[src/pkg/mrid_consts.vh]
// Constants for the mid-range instruction decoder
`ifndef MRID_CONSTS_VH
`define MRID_CONSTS_VH

`define MRID_WORD_W 14
`define MRID_QPHASES 4
`define MRID_Q_LAST 2'h3
`define MRID_CLS_BYTE 3'h1
`define MRID_CLS_BIT 3'h2
`define MRID_CLS_LIT 3'h4
`define MRID_ADDR_MSB 6
`define MRID_D_BIT 7
`define MRID_B_LSB 7
`define MRID_OP_MSB 13
`define MRID_OP_LSB 12
`define MRID_OP_BYTE 2'h0
`define MRID_OP_BIT 2'h1
`define MRID_OP_JUMP 2'h2
`define MRID_OP_LIT 2'h3
`define MRID_TMR0_ADDR 7'h01
`define MRID_NOP_WORD 14'h0000
`define MRID_RESET_PC 13'h0000

`endif

[src/rtl/mrid_phase_counter.v]
// Four-phase sequencer that marks the end of each instruction cycle
`timescale 1ns/1ps
module mrid_phase_counter (
  input wire clk,
  input wire rst_n,
  output reg [1:0] phase,
  output wire cycleEnd
);
`include "mrid_consts.vh"

  assign cycleEnd = (phase == `MRID_Q_LAST);

  always @(posedge clk or negedge rst_n) begin
    if (!rst_n) begin
      phase <= 2'h0;
    end else begin
      phase <= phase + 2'h1;
    end
  end

endmodule

[src/rtl/mrid_decoder.v]
// Instruction decoder and one/two-cycle sequencer of the 8-bit core
`timescale 1ns/1ps
`include "mrid_consts.vh"

// Notes on behaviour
// - Each instruction is one 14-bit word of an operation code plus operand fields.
// - Every word falls into exactly one of byte, bit, or literal-and-control classes.
// - For byte operations destination bit 0 writes the accumulator and 1 writes the register.
// - The register address operand picks one location from 0x00 to 0x7F.
// - For bit operations the bit number selects one bit of the addressed 8-bit register.
// - Literal-and-control operations yield an 8-bit or 11-bit immediate.
// - Don't-care encoding bits are ignored so either value decodes identically.
// - Instructions take one cycle unless a test succeeds or the PC changes, then two with a NOP second.
// - One instruction cycle is four oscillator periods and the pipeline advances once per four clocks.
// - Read-modify-write of a port register takes the read value from the pins, not the latch.
// - Writing the timer-zero count register clears the prescaler when it is assigned to that timer.
module mrid_decoder (
  input wire clk,
  input wire rst_n,
  input wire [13:0] progWord,
  output reg [12:0] progAddr,
  input wire [12:0] branchTarget,
  input wire branchTaken,
  input wire skipTaken,
  input wire prescalerToTimer0,
  input wire [6:0] portAddrBase,
  output reg [13:0] instrWord,
  output reg [2:0] instrClass,
  output reg [6:0] regAddr,
  output reg destToReg,
  output reg [2:0] bitNum,
  output reg [7:0] bitMask,
  output reg [7:0] literal8,
  output reg [10:0] literal11,
  output reg lit11Sel,
  output reg [5:0] subOp,
  output reg flushCycle,
  output wire writeEnable,
  output wire accWriteEnable,
  output wire regWriteEnable,
  output wire statusWriteEnable,
  output wire readFromPins,
  output wire clearPrescaler,
  output wire [1:0] qPhase,
  output wire cycleEnd
);

  // ****************************************
  // Sequencer
  // ****************************************
  wire [1:0] phase;
  wire endOfCycle;

  mrid_phase_counter uPhase (
    .clk(clk),
    .rst_n(rst_n),
    .phase(phase),
    .cycleEnd(endOfCycle)
  );

  assign qPhase = phase;
  assign cycleEnd = endOfCycle;

  // ****************************************
  // Field extraction of the incoming word
  // ****************************************
  reg [2:0] next_class;
  reg [5:0] next_subOp;
  reg next_lit11;
  wire [1:0] opTop;

  assign opTop = progWord[`MRID_OP_MSB:`MRID_OP_LSB];

  always @* begin
    next_class = `MRID_CLS_LIT;
    next_subOp = 6'h00;
    next_lit11 = 1'b0;
    case (opTop)
      `MRID_OP_BYTE: begin
        next_class = `MRID_CLS_BYTE;
        next_subOp = {2'h0, progWord[11:8]};
      end
      `MRID_OP_BIT: begin
        next_class = `MRID_CLS_BIT;
        next_subOp = {4'h0, progWord[11:10]};
      end
      `MRID_OP_JUMP: begin
        next_class = `MRID_CLS_LIT;
        next_subOp = {5'h00, progWord[11]};
        next_lit11 = 1'b1;
      end
      `MRID_OP_LIT: begin
        next_class = `MRID_CLS_LIT;
        // Low don't-care bits of the literal subcodes are masked off
        case (progWord[11:10])
          2'h0: next_subOp = 6'h10;
          2'h1: next_subOp = 6'h14;
          2'h2: next_subOp = {2'h2, progWord[11:8]};
          default: next_subOp = {2'h3, progWord[11:9], 1'b0};
        endcase
      end
      default: begin
        next_class = `MRID_CLS_LIT;
      end
    endcase
  end

  // ****************************************
  // One/two-cycle sequencer
  // ****************************************
  localparam [1:0] SEQ_RUN = 2'b01;
  localparam [1:0] SEQ_REFILL = 2'b10;

  reg [1:0] seqState;
  reg [1:0] next_seqState;
  wire redirect;
  wire jumpNow;

  // Requests seen in the refill cycle are dropped, so skips cannot chain
  always @* begin
    next_seqState = seqState;
    case (seqState)
      SEQ_RUN: begin
        if (branchTaken | skipTaken) begin
          next_seqState = SEQ_REFILL;
        end
      end
      SEQ_REFILL: begin
        next_seqState = SEQ_RUN;
      end
      default: begin
        next_seqState = SEQ_RUN;
      end
    endcase
  end

  assign redirect = (seqState == SEQ_RUN) && (branchTaken | skipTaken);
  assign jumpNow = (seqState == SEQ_RUN) && branchTaken;

  always @(posedge clk or negedge rst_n) begin
    if (!rst_n) begin
      seqState <= SEQ_RUN;
    end else if (endOfCycle) begin
      seqState <= next_seqState;
    end
  end

  always @* begin
    flushCycle = (seqState == SEQ_REFILL);
  end

  // ****************************************
  // Pipeline register, advanced once per instruction cycle
  // ****************************************
  always @(posedge clk or negedge rst_n) begin
    if (!rst_n) begin
      instrWord <= `MRID_NOP_WORD;
      instrClass <= `MRID_CLS_BYTE;
      regAddr <= 7'h00;
      destToReg <= 1'b0;
      bitNum <= 3'h0;
      bitMask <= 8'h01;
      literal8 <= 8'h00;
      literal11 <= 11'h000;
      lit11Sel <= 1'b0;
      subOp <= 6'h00;
      progAddr <= `MRID_RESET_PC;
    end else if (endOfCycle) begin
      // A taken branch or skip turns the next fetched word into a NOP
      if (redirect) begin
        instrWord <= `MRID_NOP_WORD;
        instrClass <= `MRID_CLS_BYTE;
        subOp <= 6'h00;
        destToReg <= 1'b0;
      end else begin
        instrWord <= progWord;
        instrClass <= next_class;
        subOp <= next_subOp;
        destToReg <= progWord[`MRID_D_BIT];
      end
      regAddr <= progWord[`MRID_ADDR_MSB:0];
      bitNum <= progWord[`MRID_B_LSB+2:`MRID_B_LSB];
      bitMask <= 8'h01 << progWord[`MRID_B_LSB+2:`MRID_B_LSB];
      literal8 <= progWord[7:0];
      literal11 <= progWord[10:0];
      lit11Sel <= next_lit11;
      if (jumpNow) begin
        progAddr <= branchTarget;
      end else begin
        progAddr <= progAddr + 13'h0001;
      end
    end
  end

  // ****************************************
  // Write steering
  // ****************************************
  wire byteOp;
  wire bitOp;
  wire isNop;
  wire ctrlWord;
  reg stepAcc;
  reg stepReg;
  reg stepStatus;

  assign byteOp = instrClass == `MRID_CLS_BYTE;
  assign bitOp = instrClass == `MRID_CLS_BIT;
  // Word 0000 with don't-care bits 5..6 is the plain no-op
  assign isNop = byteOp && (instrWord[11:7] == 5'h00) && (instrWord[4:0] == 5'h00);
  // Control words share the byte layout with d clear but never load the accumulator
  assign ctrlWord = byteOp && (instrWord[11:7] == 5'h00);

  always @* begin
    stepAcc = 1'b0;
    stepReg = 1'b0;
    stepStatus = 1'b0;
    case (instrClass)
      `MRID_CLS_BYTE: begin
        stepAcc = ~destToReg && ~ctrlWord;
        stepReg = destToReg;
        stepStatus = ~isNop;
      end
      `MRID_CLS_BIT: begin
        stepReg = ~subOp[1];
      end
      `MRID_CLS_LIT: begin
        stepAcc = ~lit11Sel;
        stepStatus = ~lit11Sel;
      end
      default: begin
        stepAcc = 1'b0;
      end
    endcase
  end

  // Writes are held off while the pipeline refills
  assign writeEnable = ~flushCycle;
  assign accWriteEnable = writeEnable && stepAcc;
  assign regWriteEnable = writeEnable && stepReg;
  assign statusWriteEnable = writeEnable && stepStatus;

  // Port reads during read-modify-write come from the pins
  // One extra bit keeps a window near the top of the map from wrapping
  assign readFromPins = (byteOp || bitOp) && (regAddr >= portAddrBase) &&
                        ({1'b0, regAddr} < ({1'b0, portAddrBase} + 8'h05));
  assign clearPrescaler = regWriteEnable && (regAddr == `MRID_TMR0_ADDR) &&
                          prescalerToTimer0 && endOfCycle;

endmodule

[config.mk]
export PLATFORM = sky130hd
export DESIGN_NAME = mrid_decoder
export DESIGN_NICKNAME = d
export VERILOG_FILES = /design/src/rtl/mrid_phase_counter.v /design/src/rtl/mrid_decoder.v
export VERILOG_INCLUDE_DIRS = /design/src /design/src/pkg
export SDC_FILE = /design/constraint.sdc
export NUM_CORES = 1
export LEC_CHECK = 0
export BUFFER_PORTS_ARGS = -buffer_cell sky130_fd_sc_hd__buf_2
export CORE_AREA = 2 2 86 88
export CTS_CLUSTER_DIAMETER = 30
export DETAILED_ROUTE_END_ITERATION = 10
export DIE_AREA = 0 0 88 90
export MAX_ROUTING_LAYER = met4
export PLACE_DENSITY = 0.76
export SLEW_MARGIN = 10
export SYNTH_ARGS = -nofsm -noshare
export SYNTH_HDL_FRONTEND = slang
export SYNTH_SLANG_ARGS = --single-unit
[constraint.sdc]
create_clock -name clk -period 3.2 [get_ports clk]
set_input_delay 0.64 -clock clk [delete_from_list [all_inputs] [get_ports clk]]
set_output_delay 0.64 -clock clk [all_outputs]
set_load 0.005 [all_outputs]
Word-level counts from Yosys, hierarchy flattened

Cells that the tools add are included.

Bits of input ports: 39
Output and inout port bits: 85
Flip-flop bits (word level): 79

Reductions and logical operators: 20
Muxes and demuxes: 14
$lt $le $gt $ge: 2
Add/subtract/negate cells: 3
Eq/ne operators: 13
Bitwise operators: 7
Shift operators: 1

Operators with widths:

| operator                                                           | number |
|---|---|
| 6-bit one-hot mux with 4 select lines                              | 1 |
| 6-bit one-hot mux with 3 select lines                              | 1 |
| 14-bit 2-to-1 mux                                                  | 1 |
| 13-bit by 1-bit adder with 13-bit output (second input constant)   | 1 |
| 1-bit logical AND                                                  | 13 |
| 13-bit 2-to-1 mux                                                  | 1 |
| 2-bit == test (second input constant)                              | 5 |
| 5-bit logical NOT                                                  | 2 |
| 3-bit one-hot mux with 3 select lines                              | 1 |
| 7-bit by 3-bit adder with 8-bit output (second input constant)     | 1 |
| 7-bit by 8-bit < comparator with 1-bit output                      | 1 |
| 1-bit by 3-bit << shifter with 8-bit output (first input constant) | 1 |
| 7-bit by 1-bit == test with 1-bit output (second input constant)   | 1 |
| 7-bit >= comparator                                                | 1 |
| 2-bit by 1-bit == test with 1-bit output (second input constant)   | 3 |
| 6-bit 2-to-1 mux                                                   | 1 |
| 1-bit NOT                                                          | 6 |
| 1-bit one-hot mux with 2 select lines                              | 3 |
| 2-bit logical NOT                                                  | 2 |
| 2-bit 2-to-1 mux                                                   | 2 |
| 3-bit by 1-bit == test with 1-bit output (second input constant)   | 1 |
| 3-bit by 2-bit == test with 1-bit output (second input constant)   | 1 |
| 3-bit == test (second input constant)                              | 1 |
| 3-bit 2-to-1 mux                                                   | 1 |
| 7 further kinds                                                    | 8 |

Logic depth before layout (Yosys ltp)

Gate-level depths: netlist (run 1).

Word-level depth: 6
Gate-level depth with buffers: 8

Modules after synthesis

A second synthesis (run 1) with hierarchy kept.

Cell total of the unflattened synthesis: 383
Area, all modules: 3,509.6 um^2

Modules (own cells, without submodules):

| module             | sequential area each (um^2) | cells an instance | times used | area each (um^2) |
|---|---|---|---|---|
| mrid_decoder       | 1,455.1                     | 379               | 1          | 3,443.3 |
| mrid_phase_counter | 50.0                        | 4                 | 1          | 66.3 |

Worst setup path before layout (run 1)

Ideal clock, no wire load.

Path kind: input to output
Start point: input port portAddrBase[0]
End point: output port readFromPins
Buffers on the path: 0
Setup slack: 0.338 ns
Stages on the path: 8
Arrival: 2.222 ns
Required time: 2.560 ns
Cells stage by stage: ha_1 -> o21ai_0 -> or3_1 -> xnor2_1 -> ha_1 -> a2111o_1 -> a31oi_1 -> o221a_1

Longest elaborated chain between the ends: 3
Elaborated cells between the ends (all ways): 5
Those cells by class: add/sub: 1; order compare: 2; reduce/logical: 2

RTL lines:

| item                                                                                      | RTL line                               | RTL |
|---|---|---|
| start: declaration                                                                        | mrid_decoder.v:26                      | `input wire [6:0] portAddrBase,` |
| 7-bit by 3-bit adder with 8-bit output / 7-bit >= comparator (equally long branches)      | mrid_decoder.v:245, mrid_decoder.v:244 |  |
| 7-bit by 8-bit < comparator with 1-bit output / 1-bit logical AND (equally long branches) | mrid_decoder.v:245, mrid_decoder.v:244 |  |
| 1-bit logical AND *                                                                       | mrid_decoder.v:244                     | `assign readFromPins = (byteOp \|\| bitOp) && (regAddr >= portAddrBase) &&` |
| end: declaration                                                                          | mrid_decoder.v:42                      | `output wire readFromPins,` |

Mark *: on every way between the ends. The rest lies on a longest branch, timed or not.

Worst setup path after layout (run 1)

Ends and elaborated chain as after synthesis.

==> results of run 1 <==
[power by group through the flow]
stage | Sequential, uW | Clock [uW] | Combinational [uW]
detailed placement | 1020 | 0 | 541
finish | 1010 | 601 | 537
CTS | 1010 | 613 | 541
global placement | 1020 | 0 | 522
floorplan | 1010 | 0 | 317
global route | 1030 | 650 | 608
[worst paths after layout]
| check | slack (ps) | from | cells after the start | end |
|---|---|---|---|---|
| max in group asynchronous | 2060 | rst_n | 2 | bitMask[0] |
| worst max-delay path | 120 | portAddrBase[0] | 10 | readFromPins |
| worst min register to register | 480 | uPhase.phase[0] | 1 | uPhase.phase[0] |
| worst max register to register | 1430 | uPhase.phase[0] | 3 | seqState[1] |
| min in group clk | 480 | uPhase.phase[0] | 1 | uPhase.phase[0] |
| worst min-delay path | 250 | rst_n | 1 | instrWord[1] |
[layout make-up]
| class | instances | share of cell area, % |
|---|---|---|
| multi-input combinational | 225 | 35.4 |
| clock buffer | 13 | 3.85 |
| clock inverter | 2 | 0.243 |
| tap | 99 | 3.00 |
| timing repair buffer | 128 | 15.9 |
| inverter | 56 | 5.10 |
| sequential | 60 | 36.5 |
[worst max-delay path, delay by kind of cell]
family | cells | cell delay, ps
buffers and inverters | 2 | 230
xor gates and xnor gates | 1 | 140
and+or+nand+nor | 1 | 340
adders and majority gates | 2 | 330
AOI/OAI and AO/OA | 4 | 780
[logic make-up (layout without fill, tap and decap cells)]
logic type      Yosys count  after routing  synth area share [%]
xor+xnor                  7              7                  1.82
simple gates             92             92                  14.1
compound gates          105            105                  19.3
fa+ha+maj                17             17                  6.31
mux                       4              4                  1.22
flops                    60             60                  44.7
buf+inv                  93            199                  12.6
[per-layer routing]
layer	up-vias	wire, um
met3	12	524
met4	0	118
met1	1393	3670
met5	-	0
met2	119	3780
li1	1492	-
[layout by cell type (no fill, tap or decap), types with 2 or more instances in the layout]
| master | n |
|---|---|
| sky130_fd_sc_hd__a21oi_1 | 25 |
| sky130_fd_sc_hd__mux2i_1 | 3 |
| sky130_fd_sc_hd__o22ai_1 | 31 |
| sky130_fd_sc_hd__clkinv_2 | 2 |
| sky130_fd_sc_hd__inv_1 | 55 |
| sky130_fd_sc_hd__nand2_1 | 33 |
| sky130_fd_sc_hd__buf_4 | 6 |
| sky130_fd_sc_hd__ha_1 | 15 |
| sky130_fd_sc_hd__o21ai_1 | 4 |
| sky130_fd_sc_hd__nand4_1 | 3 |
| sky130_fd_sc_hd__o32ai_1 | 5 |
| sky130_fd_sc_hd__nand3b_1 | 2 |
| sky130_fd_sc_hd__nor4_1 | 3 |
| sky130_fd_sc_hd__nor3_1 | 6 |
| sky130_fd_sc_hd__buf_2 | 122 |
| sky130_fd_sc_hd__nand3_1 | 8 |
| sky130_fd_sc_hd__dfstp_2 | 3 |
| sky130_fd_sc_hd__clkbuf_1 | 2 |
| sky130_fd_sc_hd__xnor2_1 | 6 |
| sky130_fd_sc_hd__nor2_1 | 13 |
| sky130_fd_sc_hd__clkbuf_8 | 11 |
| sky130_fd_sc_hd__dfrtp_1 | 57 |
| sky130_fd_sc_hd__nand2b_1 | 10 |
| sky130_fd_sc_hd__o31ai_1 | 4 |
| sky130_fd_sc_hd__o21ai_0 | 20 |
| sky130_fd_sc_hd__nor3b_1 | 2 |
| sky130_fd_sc_hd__a31oi_1 | 4 |
[registers in the layout, indices dropped and copies added (netlist names)]
signal and count:
instrWord 14, progAddr 13, bitMask 8, regAddr 6
subOp 6, instrClass 3, bitNum 2, literal11 2
seqState 2, uPhase.phase 2, lit11Sel 1, literal8 1
[repair_timing]
action                     CTS  global route
gates resized for setup      1             3
setup endpoints to repair    1             1
gates cloned                 0             0
pin swaps                    0             1
[cell usage after synthesis (2+ instances only)]
master,count,area [um2]
sky130_fd_sc_hd__buf_1,5,18.8
sky130_fd_sc_hd__inv_1,55,206
sky130_fd_sc_hd__o21ai_1,3,15.0
sky130_fd_sc_hd__mux2i_1,3,30.0
sky130_fd_sc_hd__nor3b_1,3,22.5
sky130_fd_sc_hd__nor3_1,6,30.0
sky130_fd_sc_hd__o32ai_1,5,43.8
sky130_fd_sc_hd__ha_1,17,213
sky130_fd_sc_hd__nor2_1,13,48.8
sky130_fd_sc_hd__clkbuf_1,9,33.8
sky130_fd_sc_hd__buf_2,4,20.0
sky130_fd_sc_hd__o21ai_0,21,105
sky130_fd_sc_hd__nand2_1,33,124
sky130_fd_sc_hd__xnor2_1,6,52.6
sky130_fd_sc_hd__nand3b_1,2,15.0
sky130_fd_sc_hd__o22ai_1,31,194
sky130_fd_sc_hd__nand3_1,8,40.0
sky130_fd_sc_hd__o31ai_1,4,30.0
sky130_fd_sc_hd__nand2b_1,10,62.6
sky130_fd_sc_hd__nand4_1,3,18.8
sky130_fd_sc_hd__nor4_1,3,18.8
sky130_fd_sc_hd__buf_4,19,143
sky130_fd_sc_hd__dfstp_2,3,78.8
sky130_fd_sc_hd__a31oi_1,4,25.0
sky130_fd_sc_hd__a21oi_1,25,125
sky130_fd_sc_hd__dfrtp_1,57,1430
[through the flow]
step           total power, uW  worst slack (ps)  TNS, ps  cell area, um2
3_5_place_dp              1560             -49.3    -49.3            3940
2_1_floorplan             1320               338        0            3370
3_3_place_gp              1540              59.7        0            3940
6_report                  2150               117        0            4120
4_1_cts                   2160              30.3        0            4110
5_1_grt                   2290              26.1        0            4120
==> PnR_summary.wiki, run 1 <==
{| class="wikitable"
! Metric !! Value
|-
| Result of the run || completed
|-
| Skew final || 4.99 ps
|-
| Number of clock sinks seen by CTS || 60
|-
| Number of setup buffers added after CTS || 0
|-
| Die Y || 90 um
|-
| Total detailed-routing wirelength || 8090 um
|-
| Min Tclk post-route || 3080 ps
|-
| Yosys warnings || 0
|-
| Wire length of the first global-routing pass || 13000 um
|-
| Cell-internal power || 1440 uW
|-
| Slew Limit Headroom || 49.3%
|-
| Port bufs || 123
|-
| Drc violations || 0
|-
| Sequential share of power || 47.0%
|-
| Average routed wire per standard cell || 13.9 um
|-
| Worst setup EP type || output port
|-
| Portion of total power attributed to combinational logic || 25.0%
|-
| Nets@finish || 536
|-
| Final period util || 96.3%
|-
| Critical path fanouts, max || 4
|-
| List of cells traversed by the critical path || buf_4 -> ha_4 -> o21ai_1 -> or3_1 -> xnor2_1 -> ha_1 -> a2111o_1 -> a31oi_1 -> o221a_1 -> buf_2
|-
| Clock latency on the worst-skew pair || 330 ps
|-
| CTS Buffer Depth || 2
|-
| Routability Congestion || 0.866
|-
| Nets in the synthesized netlist || 434
|-
| Ports || 124
|-
| Proportion of synthesized flip-flops having asynchronous set or reset || 100%
|-
| Number of diodes added for antenna fixing || 0
|-
| Cell area after synthesis || 3370 um2
|-
| CTS Hold Buffers Added || 0
|-
| Sequential cell area || 1510 um2
|-
| First DRT Iteration DRCs || 124
|-
| Estimated wirelength of the detail-placed design || 5980 um
|-
| Power dissipated by switching net loads || 710 uW
|-
| Fill count || 636
|-
| Post-Place Cells || 568
|-
| Slowest CP cell || sky130_fd_sc_hd__or3_1
|-
| Number of detailed-route iterations in the first pass || 5
|-
| Max-cap violations || 0
|-
| Worst setup path category || in -> out
|-
| Cell count after synthesis || 378
|-
| Seq cells post-synth || 60
|-
| Met3 usage || 4.22%
|-
| Final number of hold-violating endpoints || 0
|-
| TritonCTS clock tree || done
|-
| Vias per inst || 5.17
|-
| Count of vias placed by the detailed router || 3016
|-
| Achievable frequency || 324 MHz
|-
| Number of distinct library cells after synthesis || 52
|-
| Core area || 7020 um2
|-
| Met1 Usage GRT || 28.3%
|-
| Number of nets with antenna violations after routing || 0
|-
| Number of setup violations in the final report || 0
|-
| Share of the core filled with cells || 58.7%
|-
| WP data arrival || 2440 ps
|-
| Hold Path Class || in -> async
|-
| Overflow left after global routing || 0
|-
| Required time at the endpoint of the critical path || 2560 ps
|-
| Final-report max-slew violation count || 0
|-
| Fraction of the yosys area taken by sequential cells || 44.7%
|-
| Tot GR Track Use || 21.1%
|-
| Count of non-filler cells in the finished layout || 583
|-
| Die span in x || 88 um
|-
| Pwr per Cell Area || 521 nW/um2
|-
| Final worst hold slack || 255 ps
|-
| Multi-input gate area in the final layout || 1460 um2
|-
| Number of buffers created by CTS || 9
|-
| Layout cell share with drive strength beyond 1 || 31.8%
|-
| Clock slew at reported path FFs || 70 ps
|-
| Row count || 31
|-
| Area growth from synthesis to layout || 22.3%
|-
| Slew of the pin with the lowest slew margin || 757 ps
|-
| Met2 demand-to-capacity share in global routing || 31.8%
|-
| Share of total power in the clock network || 28.0%
|-
| Number of enable-type register cells in the synthesized netlist || 0
|-
| Floorplan die area || 7920 um2
|-
| Post-synthesis area per instance || 8.92 um2
|-
| H-tree level count || 3
|-
| Slowest Stage Delay on Critical Path || 340 ps
|-
| Primary FF master, synth || sky130_fd_sc_hd__dfrtp_1
|-
| Element type at the critical path start || primary input
|-
| Peak VDD IR || 309 uV
|-
| Via count of the first global-routing pass || 2797
|-
| Peak-usage layer in the global routing report || met2
|-
| Pin count of the biggest net entering global routing || 42
|-
| Initial antenna violation count || 0
|-
| Initial cell density of the core || 48.0%
|-
| Leakage dissipation || 0.00208 uW
|-
| RSZ-0062 raised after global routing || false
|-
| Switch share || 33.1%
|-
| Clock root buffer || sky130_fd_sc_hd__clkbuf_8
|}
(Power assumes the default switching activity.)
==> inputs of run 2 (changes only) <==
REMOVE_ABC_BUFFERS = 1   (was default)
==> PnR_summary.wiki, run 2 (synthesis gave the netlist of run 1 again) <==
{| class="wikitable"
! Metric !! Value
|-
| Number of clock sinks seen by CTS || 60 (unchanged)
|-
| Nets@finish || 537 (+0.19%)
|-
| Achievable frequency || 324 MHz (-0.26%)
|-
| Number of setup violations in the final report || 0 (unchanged)
|-
| Start point of the critical path || portAddrBase[0]
|-
| Worst r2r src || uPhase.phase[0]
|-
| Average routed wire per standard cell || 13.8 um (-0.30%)
|-
| Area growth from synthesis to layout || 22.5% (about the same)
|-
| Worst setup path category || in -> out
|-
| First DRT Iteration DRCs || 136 (+9.7%)
|-
| WP data arrival || 2450 ps (about the same)
|-
| Most common cell after layout, fill and taps aside || sky130_fd_sc_hd__buf_2
|-
| CTS Buffer Depth || 2 (unchanged)
|-
| Min Tclk post-route || 3090 ps (+8.00 ps)
|-
| Final number of hold-violating endpoints || 0 (unchanged)
|-
| Skew final || 13.0 ps (+8.00 ps)
|-
| Overflow left after global routing || 0 (unchanged)
|-
| Clock root buffer || sky130_fd_sc_hd__clkbuf_8
|-
| Wire length of the first global-routing pass || 13400 um (+3.4%)
|-
| Core area || 7020 um2 (unchanged)
|-
| Share of the core filled with cells || 58.8% (about the same)
|-
| TritonCTS clock tree || done
|-
| Estimated wirelength of the detail-placed design || 6000 um (+0.34%)
|-
| Result of the run || completed
|-
| Commonest cells after routing, fill and taps aside || sky130_fd_sc_hd__buf_2, sky130_fd_sc_hd__dfrtp_1, sky130_fd_sc_hd__inv_1
|-
| Sequential share of power || 47.3% (+0.3 points)
|-
| Clock latency on the worst-skew pair || 330 ps (about the same)
|-
| Pwr per Cell Area || 516 nW/um2 (-0.85%)
|-
| Vias per inst || 5.24 (+1.2%)
|-
| Via count of the first global-routing pass || 2910 (+4.0%)
|-
| Slack of the worst reg-to-reg path || 1320 ps (-110 ps)
|-
| Number of nets with antenna violations after routing || 0 (unchanged)
|-
| Drc violations || 0 (unchanged)
|-
| Initial antenna violation count || 0 (unchanged)
|-
| Leakage dissipation || 0.00207 uW (about the same)
|-
| Worst setup EP type || output port
|-
| Layout cell share with drive strength beyond 1 || 32.3% (+0.48 points)
|-
| Required time at the endpoint of the critical path || 2560 ps (about the same)
|-
| Final period util || 96.6% (+0.25 points)
|-
| Die span in x || 88 um (unchanged)
|-
| Number of detailed-route iterations in the first pass || 4 (-1)
|-
| Routability Congestion || 0.831 (-4.0%)
|-
| Largest registers ranked by flip-flop count || instrWord: 14 flops, progAddr: 13 flops, bitMask: 8 flops
|-
| Tot GR Track Use || 21.7% (+0.56 points)
|-
| Row count || 31 (unchanged)
|-
| Final-report max-slew violation count || 0 (unchanged)
|-
| Count of vias placed by the detailed router || 3048 (+1.1%)
|-
| Slew Limit Headroom || 51.1% (+1.8 points)
|-
| Pin count of the biggest net entering global routing || 53 (+26%)
|-
| Power dissipated by switching net loads || 701 uW (-1.3%)
|-
| Number of diodes added for antenna fixing || 0 (unchanged)
|-
| Number of buffers created by CTS || 9 (unchanged)
|-
| Switch share || 32.9% (-0.17 points)
|-
| Floorplan die area || 7920 um2 (unchanged)
|-
| Share of total power in the clock network || 27.2% (-0.8 points)
|-
| H-tree level count || 3 (unchanged)
|-
| Clock slew at reported path FFs || 70 ps (about the same)
|-
| Initial cell density of the core || 48.0% (unchanged)
|-
| Hold Path Class || in -> async
|-
| Critical path fanouts, max || 4 (unchanged)
|-
| Port bufs || 123 (unchanged)
|-
| Element type at the critical path start || primary input
|-
| Final setup TNS || 0 ps (unchanged)
|-
| Max-cap violations || 0 (unchanged)
|-
| Slew of the pin with the lowest slew margin || 733 ps (-24.1 ps)
|-
| Flip-flop count of the largest register after layout || 14 (unchanged)
|-
| Die Y || 90 um (unchanged)
|-
| Number of setup buffers added after CTS || 0 (unchanged)
|-
| Peak VDD IR || 282 uV (-8.6%)
|-
| Cell-internal power || 1430 uW (-0.51%)
|-
| Largest Register || instrWord
|-
| Portion of total power attributed to combinational logic || 25.5% (+0.5 points)
|-
| Ports || 124 (unchanged)
|-
| Total detailed-routing wirelength || 8050 um (-0.47%)
|}
==> run 2: changes by cell type in the layout (fill, tap and decap cells not counted) <==
cell / change
sky130_fd_sc_hd__clkbuf_1: -2
sky130_fd_sc_hd__buf_2: +1
sky130_fd_sc_hd__clkinv_2: -1
sky130_fd_sc_hd__clkinvlp_4: +1
sky130_fd_sc_hd__o21ai_1: -1
sky130_fd_sc_hd__o21ai_2: +1
==> run 2: power by group through the flow <==
stage / Clock [uW] / Sequential [uW] / Combinational [uW]
6_report: 580 / 1010 / 543
5_1_grt: 629 / 1030 / 620
4_1_cts: 597 / 1010 / 545
3_5_place_dp: 0 / 1020 / 543
3_3_place_gp: 0 / 1010 / 523
2_1_floorplan: 0 / 1010 / 288
==> run 2: repair_timing <==
item | 4_1_cts | 5_1_grt
endpoints found under the hold margin | 0 | 0
cloned | 0 | 0
endpoints found under the setup margin | 1 | 1
hold buffers | 0 | 0
resized for setup | 1 | 3
==> run 2: final timing paths <==
check	end	cells after the start
setup / recovery	readFromPins	10
setup reg to reg	bitMask[1]	4
min in group clk	uPhase.phase[0]	1
hold / removal	progAddr[5]	1
hold reg to reg	uPhase.phase[0]	1
max in group asynchronous	instrClass[0]	2
==> run 2: final cells by class <==
cell class | instances | area, um2
Multi-Input combinational cell | 225 | 1460
Clock buffer | 11 | 151
Clock inverter | 2 | 12.5
Timing Repair Buffer | 129 | 661
Sequential cell | 60 | 1510
Fill cell | 645 | 2890
Inverter | 56 | 210
Tap cell | 99 | 124
==> run 2: metrics by stage <==
step | setup WS, ps | area, um2 | hold slack, ps | instances | power, uW
after floorplan | 32.8 | 3160 | 344 | 341 | 1300
after global placement | 60.7 | 3950 | 434 | 569 | 1540
after detailed placement | -16.0 | 3950 | 452 | 569 | 1560
after CTS | 53.4 | 4110 | 381 | 582 | 2150
after global routing | -9.34 | 4130 | 415 | 582 | 2280
final | 109 | 4130 | 362 | 582 | 2130
==> run 2: worst max-delay path, cell delays in order <==
cell and delay (ps):
sky130_fd_sc_hd__buf_2 150, sky130_fd_sc_hd__ha_4 160, sky130_fd_sc_hd__o21ai_2 70, sky130_fd_sc_hd__or3_1 320, sky130_fd_sc_hd__xnor2_1 140, sky130_fd_sc_hd__ha_1 200, sky130_fd_sc_hd__a2111o_1 330, sky130_fd_sc_hd__a31oi_1 140
sky130_fd_sc_hd__o221a_1 200, sky130_fd_sc_hd__buf_2 110
==> run 2: metal layers <==
metal | track usage (%) | vias up | routed length (um)
li1 | - | 1494 | -
met1 | 28.2 | 1435 | 3540
met2 | 33.8 | 107 | 3920
met3 | 4.78 | 12 | 485
met4 | 6.54 | 0 | 99
met5 | - | - | 0
